==> src/shared/bcdp_regs.vh <==
// Constants of the escape-sequence command parser: bytes, offsets, reset values.
// Assumes inclusion by bare name from design files.
`ifndef BCDP_REGS_VH
`define BCDP_REGS_VH
`define BCDP_ESC        8'h1b
`define BCDP_DASH       8'h2d
`define BCDP_Y          8'h79
`define BCDP_CMD_B      8'h42
`define BCDP_CMD_C      8'h43
`define BCDP_CMD_D      8'h44
`define BCDP_CMD_E      8'h45
`define BCDP_CMD_L      8'h4c
`define BCDP_CMD_M      8'h4d
`define BCDP_CMD_N      8'h4e
`define BCDP_CMD_O      8'h4f
`define BCDP_CMD_S      8'h53
`define BCDP_CMD_T      8'h54
`define BCDP_CMD_U      8'h55
`define BCDP_CMD_W      8'h57
`define BCDP_CMD_X      8'h58
`define BCDP_CR         8'h0d
`define BCDP_ADDR_CFG0  4'h0
`define BCDP_ADDR_CFG1  4'h1
`define BCDP_ADDR_STAT  4'h2
`define BCDP_ADDR_HDR   4'h3
`define BCDP_ADDR_TRL   4'h4
`define BCDP_ADDR_TERM  4'h5
`define BCDP_BEEP_EN_RST   1'b1
`define BCDP_BEEP_TONE_RST 4'hf
`define BCDP_LED_MODE_RST  2'h1
`define BCDP_SCAN_EN_RST   1'b1
`define BCDP_TEXT_MAX   4'ha
`define BCDP_TONE_CYC   24'h0f4240
`endif

==> src/rtl/bcdp_parser.v <==
// Escape-sequence command parser of a bar code decoder: settings, tone, LED, status.
// Assumes bytes arrive as one-cycle strobes on clk; pins come from outside and are synced.
//
// Added by the designer: the address-and-strobe port and the address map.
`timescale 1ns/1ps
`include "bcdp_regs.vh"

// What this block does
// - Host configures through escape sequences; the register port also writes the terminator.
// - Every command starts with escape byte 27.
// - Beep enable and tone; reset enabled, 15.
// - Sound tone drives beeper with chosen tone.
// - LED behaviour set; default flash on read.
// - Status request returns current configuration report.
// - Escape E restores pins plus software defaults.
// - Defaults equal all pins high, no commands.
// - Serial-only settings act only in serial mode.
// - Parallel mode forces odd parity.
// - Parallel terminator is CR unless changed.
// - Header and trailer text at most ten.
module bcdp_parser #(
    parameter TONE_CYC = `BCDP_TONE_CYC
) (
    // Clock, reset, enable
    input  wire        clk,
    input  wire        arst_n,
    input  wire        ce,
    // Command byte stream from host
    input  wire [7:0]  rx_data,
    input  wire        rx_valid,
    // Status report byte stream to host
    output reg  [7:0]  tx_data,
    output reg         tx_valid,
    // Hardwired configuration pins
    input  wire        mode_serial_pin,
    input  wire [1:0]  parity_pin,
    // Decoder events and feedback outputs
    input  wire        good_read,
    output reg         beeper,
    output reg         led,
    output reg  [1:0]  parity_eff,
    output reg         scan_en,
    // Register port
    input  wire [3:0]  addr,
    input  wire [31:0] wdata,
    input  wire        wr,
    input  wire        rd,
    output reg  [31:0] rdata
);
    // Parser states, one-hot.
    localparam S_IDLE = 5'b00001;
    localparam S_DASH = 5'b00010;
    localparam S_Y    = 5'b00100;
    localparam S_ARG  = 5'b01000;
    localparam S_TEXT = 5'b10000;

    reg [4:0]  st_r;
    reg [7:0]  arg_r;
    reg [7:0]  cmd_r;
    reg [3:0]  tcnt_r;
    reg        mode_m_r, mode_s_r;
    reg [1:0]  par_m_r, par_s_r;
    // Software settings; a hard reset returns each of them to its default, except the text memories hdr_mem and trl_mem.
    reg        beep_en_r;
    reg [3:0]  beep_tone_r;
    reg [1:0]  led_mode_r;
    reg [7:0]  code_sel_r, csum_r, len_r, upc_r;
    reg        pace_r;
    reg [3:0]  hdr_len_r, trl_len_r;
    reg [7:0]  hdr_mem [0:9];
    reg [7:0]  trl_mem [0:9];
    reg [7:0]  term_r;
    reg [3:0]  tone_r;
    reg [23:0] tone_cnt_r;
    reg [15:0] div_r;
    reg [23:0] led_cnt_r;
    reg [1:0]  stat_cnt_r;
    reg        sw_reset;
    reg [7:0]  stat_byte;

    // Final letter accepted: B C D L M N O S T U W X (E handled separately).
    function known;
        input [7:0] c;
        begin
            known = (c == `BCDP_CMD_B) || (c == `BCDP_CMD_C) || (c == `BCDP_CMD_D) ||
                    (c == `BCDP_CMD_L) || (c == `BCDP_CMD_M) || (c == `BCDP_CMD_N) ||
                    (c == `BCDP_CMD_O) || (c == `BCDP_CMD_S) || (c == `BCDP_CMD_T) ||
                    (c == `BCDP_CMD_U) || (c == `BCDP_CMD_W) || (c == `BCDP_CMD_X);
        end
    endfunction

    wire is_digit = (rx_data >= 8'h30) && (rx_data <= 8'h39);
    // Decimal argument accumulates as ten times the old value plus the digit.
    wire [7:0] arg_nxt = (arg_r << 3) + (arg_r << 1) + (rx_data - 8'h30);

    // Pin synchronisers; reset values match pins tied high, the default setup.
    // Only the second stage is read by any logic.
    always @(posedge clk or negedge arst_n) begin
        if (!arst_n) begin
            mode_m_r <= 1'b1;
            mode_s_r <= 1'b1;
            par_m_r  <= 2'h3;
            par_s_r  <= 2'h3;
        end else if (ce) begin
            mode_m_r <= mode_serial_pin;
            mode_s_r <= mode_m_r;
            par_m_r  <= parity_pin;
            par_s_r  <= par_m_r;
        end
    end

    always @* begin
        case (stat_cnt_r)
            2'h3:    stat_byte = {mode_s_r, beep_en_r, led_mode_r, beep_tone_r};
            2'h2:    stat_byte = code_sel_r;
            2'h1:    stat_byte = {pace_r, scan_en, 2'h0, hdr_len_r};
            default: stat_byte = term_r;
        endcase
        sw_reset = rx_valid && (st_r == S_DASH) && (rx_data == `BCDP_CMD_E);
    end

    // Parser and settings.
    always @(posedge clk or negedge arst_n) begin
        if (!arst_n) begin
            st_r        <= S_IDLE;
            arg_r       <= 8'h00;
            cmd_r       <= 8'h00;
            tcnt_r      <= 4'h0;
            beep_en_r   <= `BCDP_BEEP_EN_RST;
            beep_tone_r <= `BCDP_BEEP_TONE_RST;
            led_mode_r  <= `BCDP_LED_MODE_RST;
            code_sel_r  <= 8'h00;
            csum_r      <= 8'h00;
            len_r       <= 8'h00;
            upc_r       <= 8'h00;
            pace_r      <= 1'b0;
            scan_en     <= `BCDP_SCAN_EN_RST;
            hdr_len_r   <= 4'h0;
            trl_len_r   <= 4'h0;
            term_r      <= `BCDP_CR;
            tone_r      <= 4'h0;
            tone_cnt_r  <= 24'h000000;
            stat_cnt_r  <= 2'h0;
            tx_data     <= 8'h00;
            tx_valid    <= 1'b0;
        end else if (ce) begin
            // Status strobe is a one-cycle pulse unless another byte follows.
            tx_valid <= 1'b0;
            if (tone_cnt_r != 24'h000000)
                tone_cnt_r <= tone_cnt_r - 24'h000001;
            // Three status bytes leave back to back, highest count first.
            if (stat_cnt_r != 2'h0) begin
                tx_data  <= stat_byte;
                tx_valid <= 1'b1;
                stat_cnt_r <= stat_cnt_r - 2'h1;
            end
            if (wr && addr == `BCDP_ADDR_TERM)
                term_r <= wdata[7:0];
            // Hard reset wins over a terminator write in the same cycle.
            if (sw_reset) begin
                st_r        <= S_IDLE;
                beep_en_r   <= `BCDP_BEEP_EN_RST;
                beep_tone_r <= `BCDP_BEEP_TONE_RST;
                led_mode_r  <= `BCDP_LED_MODE_RST;
                code_sel_r  <= 8'h00;
                csum_r      <= 8'h00;
                len_r       <= 8'h00;
                upc_r       <= 8'h00;
                pace_r      <= 1'b0;
                scan_en     <= `BCDP_SCAN_EN_RST;
                hdr_len_r   <= 4'h0;
                trl_len_r   <= 4'h0;
                term_r      <= `BCDP_CR;
            end else if (rx_valid) begin
                // Escape restarts a sequence from any state; inside header or trailer text the S_TEXT branch does it.
                if (rx_data == `BCDP_ESC && st_r != S_TEXT) begin
                    st_r <= S_DASH;
                end else begin
                    case (st_r)
                        S_IDLE: st_r <= S_IDLE;
                        S_DASH: st_r <= (rx_data == `BCDP_DASH) ? S_Y : S_IDLE;
                        S_Y: begin
                            arg_r <= 8'h00;
                            st_r  <= (rx_data == `BCDP_Y) ? S_ARG : S_IDLE;
                        end
                        S_ARG: begin
                            if (is_digit) begin
                                arg_r <= arg_nxt;
                            end else if (!known(rx_data)) begin
                                st_r <= S_IDLE;
                            end else begin
                                st_r <= S_IDLE;
                                case (rx_data)
                                    // Argument 0 silences the beep; 1 to 16 pick tones 0 to 15.
                                    `BCDP_CMD_B: begin
                                        beep_en_r   <= (arg_r != 8'h00);
                                        beep_tone_r <= arg_r[3:0] - 4'h1;
                                    end
                                    // A requested tone sounds for TONE_CYC cycles, then stops.
                                    `BCDP_CMD_T: begin
                                        tone_r     <= arg_r[3:0];
                                        tone_cnt_r <= TONE_CYC;
                                    end
                                    `BCDP_CMD_L: led_mode_r <= arg_r[1:0];
                                    `BCDP_CMD_S: stat_cnt_r <= 2'h3;
                                    `BCDP_CMD_C: code_sel_r <= arg_r;
                                    `BCDP_CMD_D: csum_r <= arg_r;
                                    `BCDP_CMD_M: len_r <= arg_r;
                                    `BCDP_CMD_U: upc_r <= arg_r;
                                    `BCDP_CMD_W: scan_en <= arg_r[0];
                                    `BCDP_CMD_X: pace_r <= arg_r[0];
                                    default: begin
                                        cmd_r  <= rx_data;
                                        tcnt_r <= 4'h0;
                                        st_r   <= S_TEXT;
                                    end
                                endcase
                            end
                        end
                        // Text ends at escape or after ten characters; an extra byte is dropped.
                        S_TEXT: begin
                            if (rx_data == `BCDP_ESC || tcnt_r == `BCDP_TEXT_MAX) begin
                                st_r <= (rx_data == `BCDP_ESC) ? S_DASH : S_IDLE;
                            end else begin
                                if (cmd_r == `BCDP_CMD_N)
                                    hdr_len_r <= tcnt_r + 4'h1;
                                else
                                    trl_len_r <= tcnt_r + 4'h1;
                                tcnt_r <= tcnt_r + 4'h1;
                            end
                        end
                        default: st_r <= S_IDLE;
                    endcase
                end
            end
        end
    end

    // Text memories; no reset needed, lengths gate them.
    always @(posedge clk) begin
        if (ce && rx_valid && st_r == S_TEXT && rx_data != `BCDP_ESC &&
            tcnt_r != `BCDP_TEXT_MAX) begin
            if (cmd_r == `BCDP_CMD_N)
                hdr_mem[tcnt_r] <= rx_data;
            else
                trl_mem[tcnt_r] <= rx_data;
        end
    end

    // Beeper: a requested tone wins, else good-read beep; pitch from divider.
    // A higher tone code picks a slower divider bit, so a lower pitch.
    always @(posedge clk or negedge arst_n) begin
        if (!arst_n) begin
            div_r     <= 16'h0000;
            beeper    <= 1'b0;
            led       <= 1'b0;
            led_cnt_r <= 24'h000000;
        end else if (ce) begin
            div_r <= div_r + 16'h0001;
            if (good_read)
                led_cnt_r <= TONE_CYC;
            else if (led_cnt_r != 24'h000000)
                led_cnt_r <= led_cnt_r - 24'h000001;
            if (tone_cnt_r != 24'h000000)
                beeper <= div_r[{1'b0, tone_r[3:1]} + 4'h4];
            else if (beep_en_r && led_cnt_r != 24'h000000)
                beeper <= div_r[{1'b0, beep_tone_r[3:1]} + 4'h4];
            else
                beeper <= 1'b0;
            case (led_mode_r)
                2'h0:    led <= 1'b0;
                2'h1:    led <= (led_cnt_r != 24'h000000);
                2'h2:    led <= 1'b1;
                // Mode 3 blinks while the flash window runs.
                default: led <= ~led_cnt_r[0] & (led_cnt_r != 24'h000000);
            endcase
        end
    end

    // Effective parity and register reads.
    always @(posedge clk or negedge arst_n) begin
        if (!arst_n) begin
            parity_eff <= 2'h2;
            rdata      <= 32'h00000000;
        end else if (ce) begin
            // Parallel mode always reports odd parity; serial follows the synced pins.
            parity_eff <= mode_s_r ? par_s_r : 2'h2;
            // Read data stands only in the cycle after the read strobe.
            rdata      <= 32'h00000000;
            if (rd) begin
                case (addr)
                    `BCDP_ADDR_CFG0: rdata <= {16'h0000, code_sel_r, csum_r};
                    `BCDP_ADDR_CFG1: rdata <= {8'h00, len_r, upc_r, 7'h00, pace_r};
                    `BCDP_ADDR_STAT: rdata <= {24'h000000, mode_s_r, beep_en_r, led_mode_r,
                                               beep_tone_r};
                    `BCDP_ADDR_HDR:  rdata <= {24'h000000, hdr_len_r, trl_len_r};
                    `BCDP_ADDR_TRL:  rdata <= {28'h0000000, st_r[4:1]};
                    `BCDP_ADDR_TERM: rdata <= {24'h000000, term_r};
                    default:         rdata <= 32'h00000000;
                endcase
            end
        end
    end
endmodule

==> config.mk <==
export PLATFORM = sky130hd
export DESIGN_NAME = bcdp_parser
export DESIGN_NICKNAME = d
export VERILOG_FILES = /design/src/rtl/bcdp_parser.v
export VERILOG_INCLUDE_DIRS = /design/src /design/src/shared
export SDC_FILE = /design/constraint.sdc
export NUM_CORES = 1
export LEC_CHECK = 0
export BUFFER_PORTS_ARGS = -buffer_cell sky130_fd_sc_hd__buf_2
export CORE_MARGIN = 1
export CORE_UTILIZATION = 50
export CTS_BUF_LIST = sky130_fd_sc_hd__clkbuf_16
export CTS_CLUSTER_DIAMETER = 60
export DETAILED_ROUTE_END_ITERATION = 10
export PLACE_DENSITY = 0.7
export RECOVER_POWER = 25
export SYNTH_ARGS = -nofsm -noshare
export SYNTH_HDL_FRONTEND = slang
export SYNTH_SLANG_ARGS = --single-unit
==> constraint.sdc <==
create_clock -name clk -period 6.3 [get_ports clk]
set_clock_uncertainty 0.05 [all_clocks]
set_input_delay 0.945 -clock clk [delete_from_list [all_inputs] [get_ports clk]]
set_output_delay 0.945 -clock clk [all_outputs]
set_load 0.02 [all_outputs]
# Word-level counts from Yosys, hierarchy flattened
# Cells that the tools add are included.
# totals
regBits	203
input_bits	54
out_inout_bits	46
wordCells	281
# op_classes
n_addsub	11
magnitude_cmp	4
n_eq_ne	44
muxes	125
n_bitwise	6
reduce_logical	60
# ops
cell	n
two-way mux 24 bit	11
two-way mux 8 bit	31
one-hot mux 24 bit (6 select lines)	1
== test 8 x 7 -> 1 bit (second input constant)	15
two-way mux 4 bit	24
AND reduction 7 bit	8
nonzero test 24 bit	2
subtractor 24 x 1 -> 24 bit (second input constant)	2
nonzero test 2 bit	18
two-way mux 5 bit	7
two-way mux 2 bit	17
two-way mux 1 bit	26
one-hot mux 8 bit (3 select lines)	1
one-hot mux 5 bit (4 select lines)	1
inequality test 2 bit (second input constant)	9
AND reduction 6 bit	3
adder 16 x 1 -> 16 bit (second input constant)	1
adder 8 bit	2
one-hot mux 8 bit (2 select lines)	1
AND reduction 8 bit	2
logical OR 1 bit	12
less-than comparator 4 x 5 -> 1 bit (second input constant)	2
OR reduction 10 bit	1
AND reduction 9 bit	1
other kinds (33)	52

# Longest topological paths before layout
# Gate-level depths: netlist of run 1.
# depth
depth_word	18
depth_mapped	12
depth_no_buf	11

# Worst setup path before layout of run 1
# OpenSTA, ideal clock, no wires.
# synth_path
path_kind	input-to-reg
from	in rx_data[3]
to	reg arg_r[7]
setup_time_ps	96
t_arrival_ps	2872
slack_ps	3282
path_stages	9
path_buffers	0
cell_sequence	fa_1 fa_1 inv_1 fa_1 inv_1 a21o_1 a21oi_1 xnor2_1 o31ai_1
# synth_between
elab_chain_len	4
word_cells_on_any_way	15
# synth_lines
item	line	rtl
start, declared	bcdp_parser.v:29	input wire [7:0] rx_data,
subtractor 8 x 6 -> 8 bit (tied with other cells)	bcdp_parser.v:94	wire [7:0] arg_nxt = (arg_r << 3) + (arg_r << 1) + (rx_data - 8'h30);
adder 8 bit (tied with other cells)	bcdp_parser.v:94	
two-way mux 8 bit (tied with other cells)	bcdp_parser.v:187	if (is_digit) begin
one-hot mux 8 bit (2 select lines) or AND reduction 6 bit (tied branches)	n/a	
end signal, assigned	bcdp_parser.v:188	arg_r <= arg_nxt;
end, declared	bcdp_parser.v:58	reg [7:0] arg_r;
# Parallel ways exist; a longest one is shown, timed or not. The select of a mux whose other input is x is not followed.
# A chain may end at the register's enable or synchronous reset.

==> impl_metrics.toml, run 1 <==
[place]
port_buffers = 67
dp_hpwl_mm = 17.14
gp_congestion = 0.9257
numPlacedInstances = 1299

[synth]
synth.distinct_cells = 72
synth_commonest_cells = "dfrtp_1, nand2_1, o21ai_0"
synth_edf_count = 0
synth_area_leaders = "dfrtp_1, nand2_1, dfstp_2"
syn_inst = 1009
synth-seq-cells = 190
synth_top_area_share_pct = 43.17
ys_warn_count = 0
synth-seq-area-share_pct = 47.92
synth_area_um2 = 9970
yosysTopAreaCell = "dfrtp_1"
ys.flop_type = "dfrtp_1"
async_flop_share_pct = 100.0
yosysMostFrequentCell = "dfrtp_1"
syn_avg_cell_area_um2 = 9.881

[floorplan]
fp.dieH_um = 143.2
die-area_um2 = 20510
fp.dieW_um = 143.2
io_pins = 100
core_area_um2 = 19530
rows = 51
start_util_pct = 51.06

[detailed_routing]
drt-total-wl_mm = 24.19
dr.pass1.iters = 5
drtIter0Drc = 624
routedWlPerCell_um = 18.17
vias = 7841
via_per_inst = 5.891
drc = 0
ant_nets = 0

[timing]
setup_violations = 0
grt_setup_unrepaired = "false"
maxSlewHeadroom_pct = -118.4
finalSetupTns_ps = 0
timing.final.crit_period_ps = 4082
fmax_mhz = 245.0
tightest_slew_ps = 3276
finalHoldViolCount = 0
period_share_pct = 64.79
final-max-slew-violation-count = 133

[setup_path]
crit_arrival_ps = 4390
reg2reg_from = "arg_r[1]"
crit_path_max_incr_delay_ps = 1070
cp.required_ps = 6610
cp-start-kind = "input pin"
worstPathCellList = "clkbuf_1, clkbuf_1, nand2_1, a211oi_1, nand2_1, o2bb2ai_1"
crit_slowest_cell = "clkbuf_1"
startpoint = "ce"
path_class = "input pin to flop"
worstPathMaxFanout = 28
endpoint_kind = "flop"

[pwr]
p_leak_uw = 0.004768
peakVddDrop_mv = 0.1763
powerDensity_nw_per_um2 = 292.1

[grt]
antenna_found_initial = 0
grt_pass1_wl_mm = 39.50
grt_start_max_net_pins = 133
grt.overflow.total = 0
grtUsageTotal_pct = 24.99
grt_pass1_vias = 7444

[clocking]
hold_buffers = 0
cts_tree = "done"
htreeDepth = 4
cts_buffers = 17
cts_resized = 0
cts_buffer_depth = 2
cts_setup_buffers = 0
root_buffer = "clkbuf_16"
clock_latency_ps = 440
clk_pin_slew_ps = 70
clock_sinks = 190

[finish]
fin_nets = 1131
drive_gt1_share_pct = 15.38
n_antenna_cell = 0
area_delta_synth_final_pct = 10.23
fill_cells = 1741
fin_cells = 1331

[min_path]
hold_class = "flop to flop"
min-delay-start = "cmd_r[6]"

[status]
status = "finished with violations"
failed_checks = "capacitance limit, slew limit"

[flow_run]
maxCapViolCount = 1
-- state kept, by name, summed over array words and instances, names as in the netlist, 5 cells and up --
register / cells
arg_r: 8
div_r: 12
led_cnt_r: 24
term_r: 8
upc_r: 8
rdata: 24
len_r: 8
code_sel_r: 8
tx_data: 8
st_r: 5
cmd_r: 8
csum_r: 8
tone_cnt_r: 24
-- critical path: cells and delay by family --
| kind | cells | cell delay, ps |
|---|---|---|
| AO/OA/AOI/OAI | 2 | 1130 |
| buffers and inverters | 2 | 1600 |
| AND/OR/NAND/NOR | 2 | 690 |
-- cell families (layout without fill, tap and decap cells) --
| group | Yosys count | count (layout) | share of synthesized area (%) |
|---|---|---|---|
| AO/OA/AOI/OAI | 224 | 224 | 15.11 |
| XOR/XNOR | 33 | 33 | 2.899 |
| flip-flops | 190 | 190 | 47.92 |
| buffers and inverters | 89 | 139 | 3.991 |
| adder cells (fa/ha/maj) | 24 | 24 | 3.389 |
| multiplexers | 52 | 52 | 5.924 |
| AND/OR/NAND/NOR | 396 | 396 | 20.73 |
| other | 1 | 8 | 0.03761 |
-- cell usage in the layout, fill, tap and decap left out, types with 18 or more instances in the layout --
cell type	instances
inv_1	32
xnor2_1	20
o21ai_0	63
nand3_1	29
mux2i_1	32
dfstp_2	18
a22o_1	21
nor2_1	48
nand2_1	142
nand4_1	22
ha_1	19
nor3_1	28
buf_2	65
a21oi_1	37
dfrtp_1	172
or3_1	22
-- report_power, final --
part / switching [µW] / leakage (µW) / internal, µW
Clock: 498 / 0.000267 / 512
Combinational: 356 / 0.00203 / 270
Sequential: 182 / 0.00247 / 1390
-- worst paths after layout --
path	endpoint	slack, ps	cells past startpoint
max reg2reg	arg_r[7]	3250	11
max in group asynchronous	arg_r[5]	2510	2
min in group asynchronous	tone_cnt_r[9]	1520	1
max	rdata[8]	2220	6
min reg2reg	cmd_r[6]	420	1
min	cmd_r[6]	420	1
-- per-layer routing --
layer	wire [µm]	track usage, %	vias up
li1	-	-	3758
met1	11250	34.95	3822
met5	0	0	-
met4	709	9.960	0
met3	1195	4.393	43
met2	11040	38.46	218
-- per-stage QoR --
stage	power [µW]	hold WS, ps	cell area [µm²]	util (%)	setup slack (ps)
2_1_floorplan	2015	384.6	9996	-	3282
3_3_place_gp	2186	402.6	10460	53.58	2817
3_5_place_dp	2219	409.1	10460	53.58	2740
4_1_cts	3235	427.4	11000	56.35	3204
5_1_grt	3394	445.6	10990	56.28	1820
6_report	3210	422.7	10990	56.28	2218
-- final cells by class --
type	count	area, µm²	area share [%]
sequential	190	4777	43.47
inverter	30	112.6	1.025
clock inverter	15	116.4	1.059
multi-input combinational	737	4821	43.87
clock buffer	17	425.4	3.871
tap	265	331.6	3.017
timing repair buffer	77	405.4	3.689
No activity file was read; power rests on OpenSTA's default activity.
==> run 2, diff against run 1 <==
PLACE_DENSITY = 0.73   (was 0.7)
clock period = 3.73 ns   (was 6.3 ns; I/O delays follow)
==> impl_metrics.toml, run 2 (synthesized netlist as in run 1, its figures left out) <==
[status]
status = "completed"

[clocking]
root_buffer = "clkbuf_16"
cts_setup_buffers = 0
clock_sinks = 190
cts_buffer_depth = 2
clk_pin_slew_ps = 70
cts_buffers = 17
hold_buffers = 0
htreeDepth = 4
cts_tree = "done"
cts_resized = 0
clock_latency_ps = 440

[floorplan]
fp.dieH_um = 143.2
start_util_pct = 51.06
core_area_um2 = 19530
die-area_um2 = 20510
io_pins = 100
rows = 51
fp.dieW_um = 143.2

[grt]
grt_pass1_wl_mm = 39.97
grtUsageTotal_pct = 25.29
grt_pass1_vias = 7538
grt_start_max_net_pins = 103
antenna_found_initial = 0
grt.overflow.total = 0

[timing]
finalHoldViolCount = 0
tightest_slew_ps = 1337
worst_hold_slack_ps = 54.96
setup_slack_ps = 630.7
finalSetupTns_ps = 0
fmax_mhz = 322.7
timing.final.crit_period_ps = 3099
setup_violations = 0
final-max-slew-violation-count = 0
grt_setup_unrepaired = "false"
period_share_pct = 83.09
maxSlewHeadroom_pct = 10.86

[pwr]
p_leak_uw = 0.004807
powerDensity_nw_per_um2 = 494.2
peakVddDrop_mv = 0.3134
power.total_uw = 5472

[setup_path]
regToRegEndpoint = "arg_r[7]"
path_class = "input pin to flop"
rrSetupSlack_ps = 790
crit_family = "simple AND/OR/NAND/NOR gates"
path_buf_inv = 2
rr_worst_depth = 11
reg2reg_from = "arg_r[1]"
crit_slowest_cell = "clkbuf_1"
worstPathMaxFanout = 28
cp-start-kind = "input pin"
worstPathCellList = "clkbuf_1, clkbuf_1, nand4_1, or2_2, or4_2, a21oi_1"
crit_arrival_ps = 3390
cp.required_ps = 4020
crit_path_max_incr_delay_ps = 1010
endpoint_kind = "flop"
cp_common_cell = "clkbuf_1"

[finish]
final_common_cell = "dfrtp_1"
top_regs = "led_cnt_r (24), rdata (24), tone_cnt_r (24)"
layout_common_cells = "dfrtp_1, nand2_1, buf_2, o21ai_0, nor2_1"
n_antenna_cell = 0
drive_gt1_share_pct = 15.76
fill_cells = 1737
area_delta_synth_final_pct = 11.06
fin_nets = 1137

[detailed_routing]
via_per_inst = 5.962
vias = 7971
drc = 0
dr.pass1.iters = 5
wl_met2_mm = 11.53
wl_met1_mm = 11.29
drt-total-wl_mm = 24.44
drtIter0Drc = 667
highest_layer = "met4"
ant_nets = 0
dr_wl_met3_mm = 1.200
routedWlPerCell_um = 18.28

[place]
dp_slack_ps = 763.6
dp_hpwl_mm = 17.29
gp_congestion = 0.9182
port_buffers = 67

[min_path]
hold_class = "input pin to async pin"

[flow_run]
maxCapViolCount = 0
## run 2: changes by cell type in the layout (fill, tap and decap cells not counted), moves of 2 or more
cell and change:
buf_4 +4, clkinv_1 +2, inv_1 -2, inv_6 -2
## run 2: worst max path at each step
stage / from / to / cells past startpoint
final: ce / led_cnt_r[23] / 6
after global routing: ce / led_cnt_r[12] / 7
after floorplan: arg_r[1] / arg_r[7] / 12
after global placement: rx_data[3] / arg_r[7] / 10
after detailed placement: rx_data[3] / arg_r[7] / 10
after CTS: arg_r[1] / arg_r[7] / 11
## run 2: cell type report
type	count	area (µm²)	share of cell area [%]
multi-input combinational	737	4821	43.54
timing repair buffer	83	467.9	4.226
clock inverter	15	136.4	1.232
clock buffer	17	425.4	3.842
sequential	190	4777	43.15
inverter	30	112.6	1.017
tap	265	331.6	2.995
## run 2: per-stage QoR
step / instances / area, µm² / utilization [%]
2_1_floorplan: 1016 / 9996 / -
3_3_place_gp: 1305 / 10520 / 53.87
3_5_place_dp: 1305 / 10520 / 53.87
4_1_cts: 1337 / 11080 / 56.75
5_1_grt: 1337 / 11070 / 56.70
6_report: 1337 / 11070 / 56.70
## run 2: routing by layer
metal	track usage, %	vias to the layer above
met4	8.602	0
met2	39.51	208
li1	-	3781
met1	35.21	3955
met3	4.829	27
met5	0	-
## run 2: report_power, final
group	switching, µW	total (µW)	leakage (µW)	internal (µW)
clock network	827	1760	0.000271	930
logic	590	1050	0.00207	459
registers	313	2670	0.00247	2350
total	1730	5470	0.00481	3740
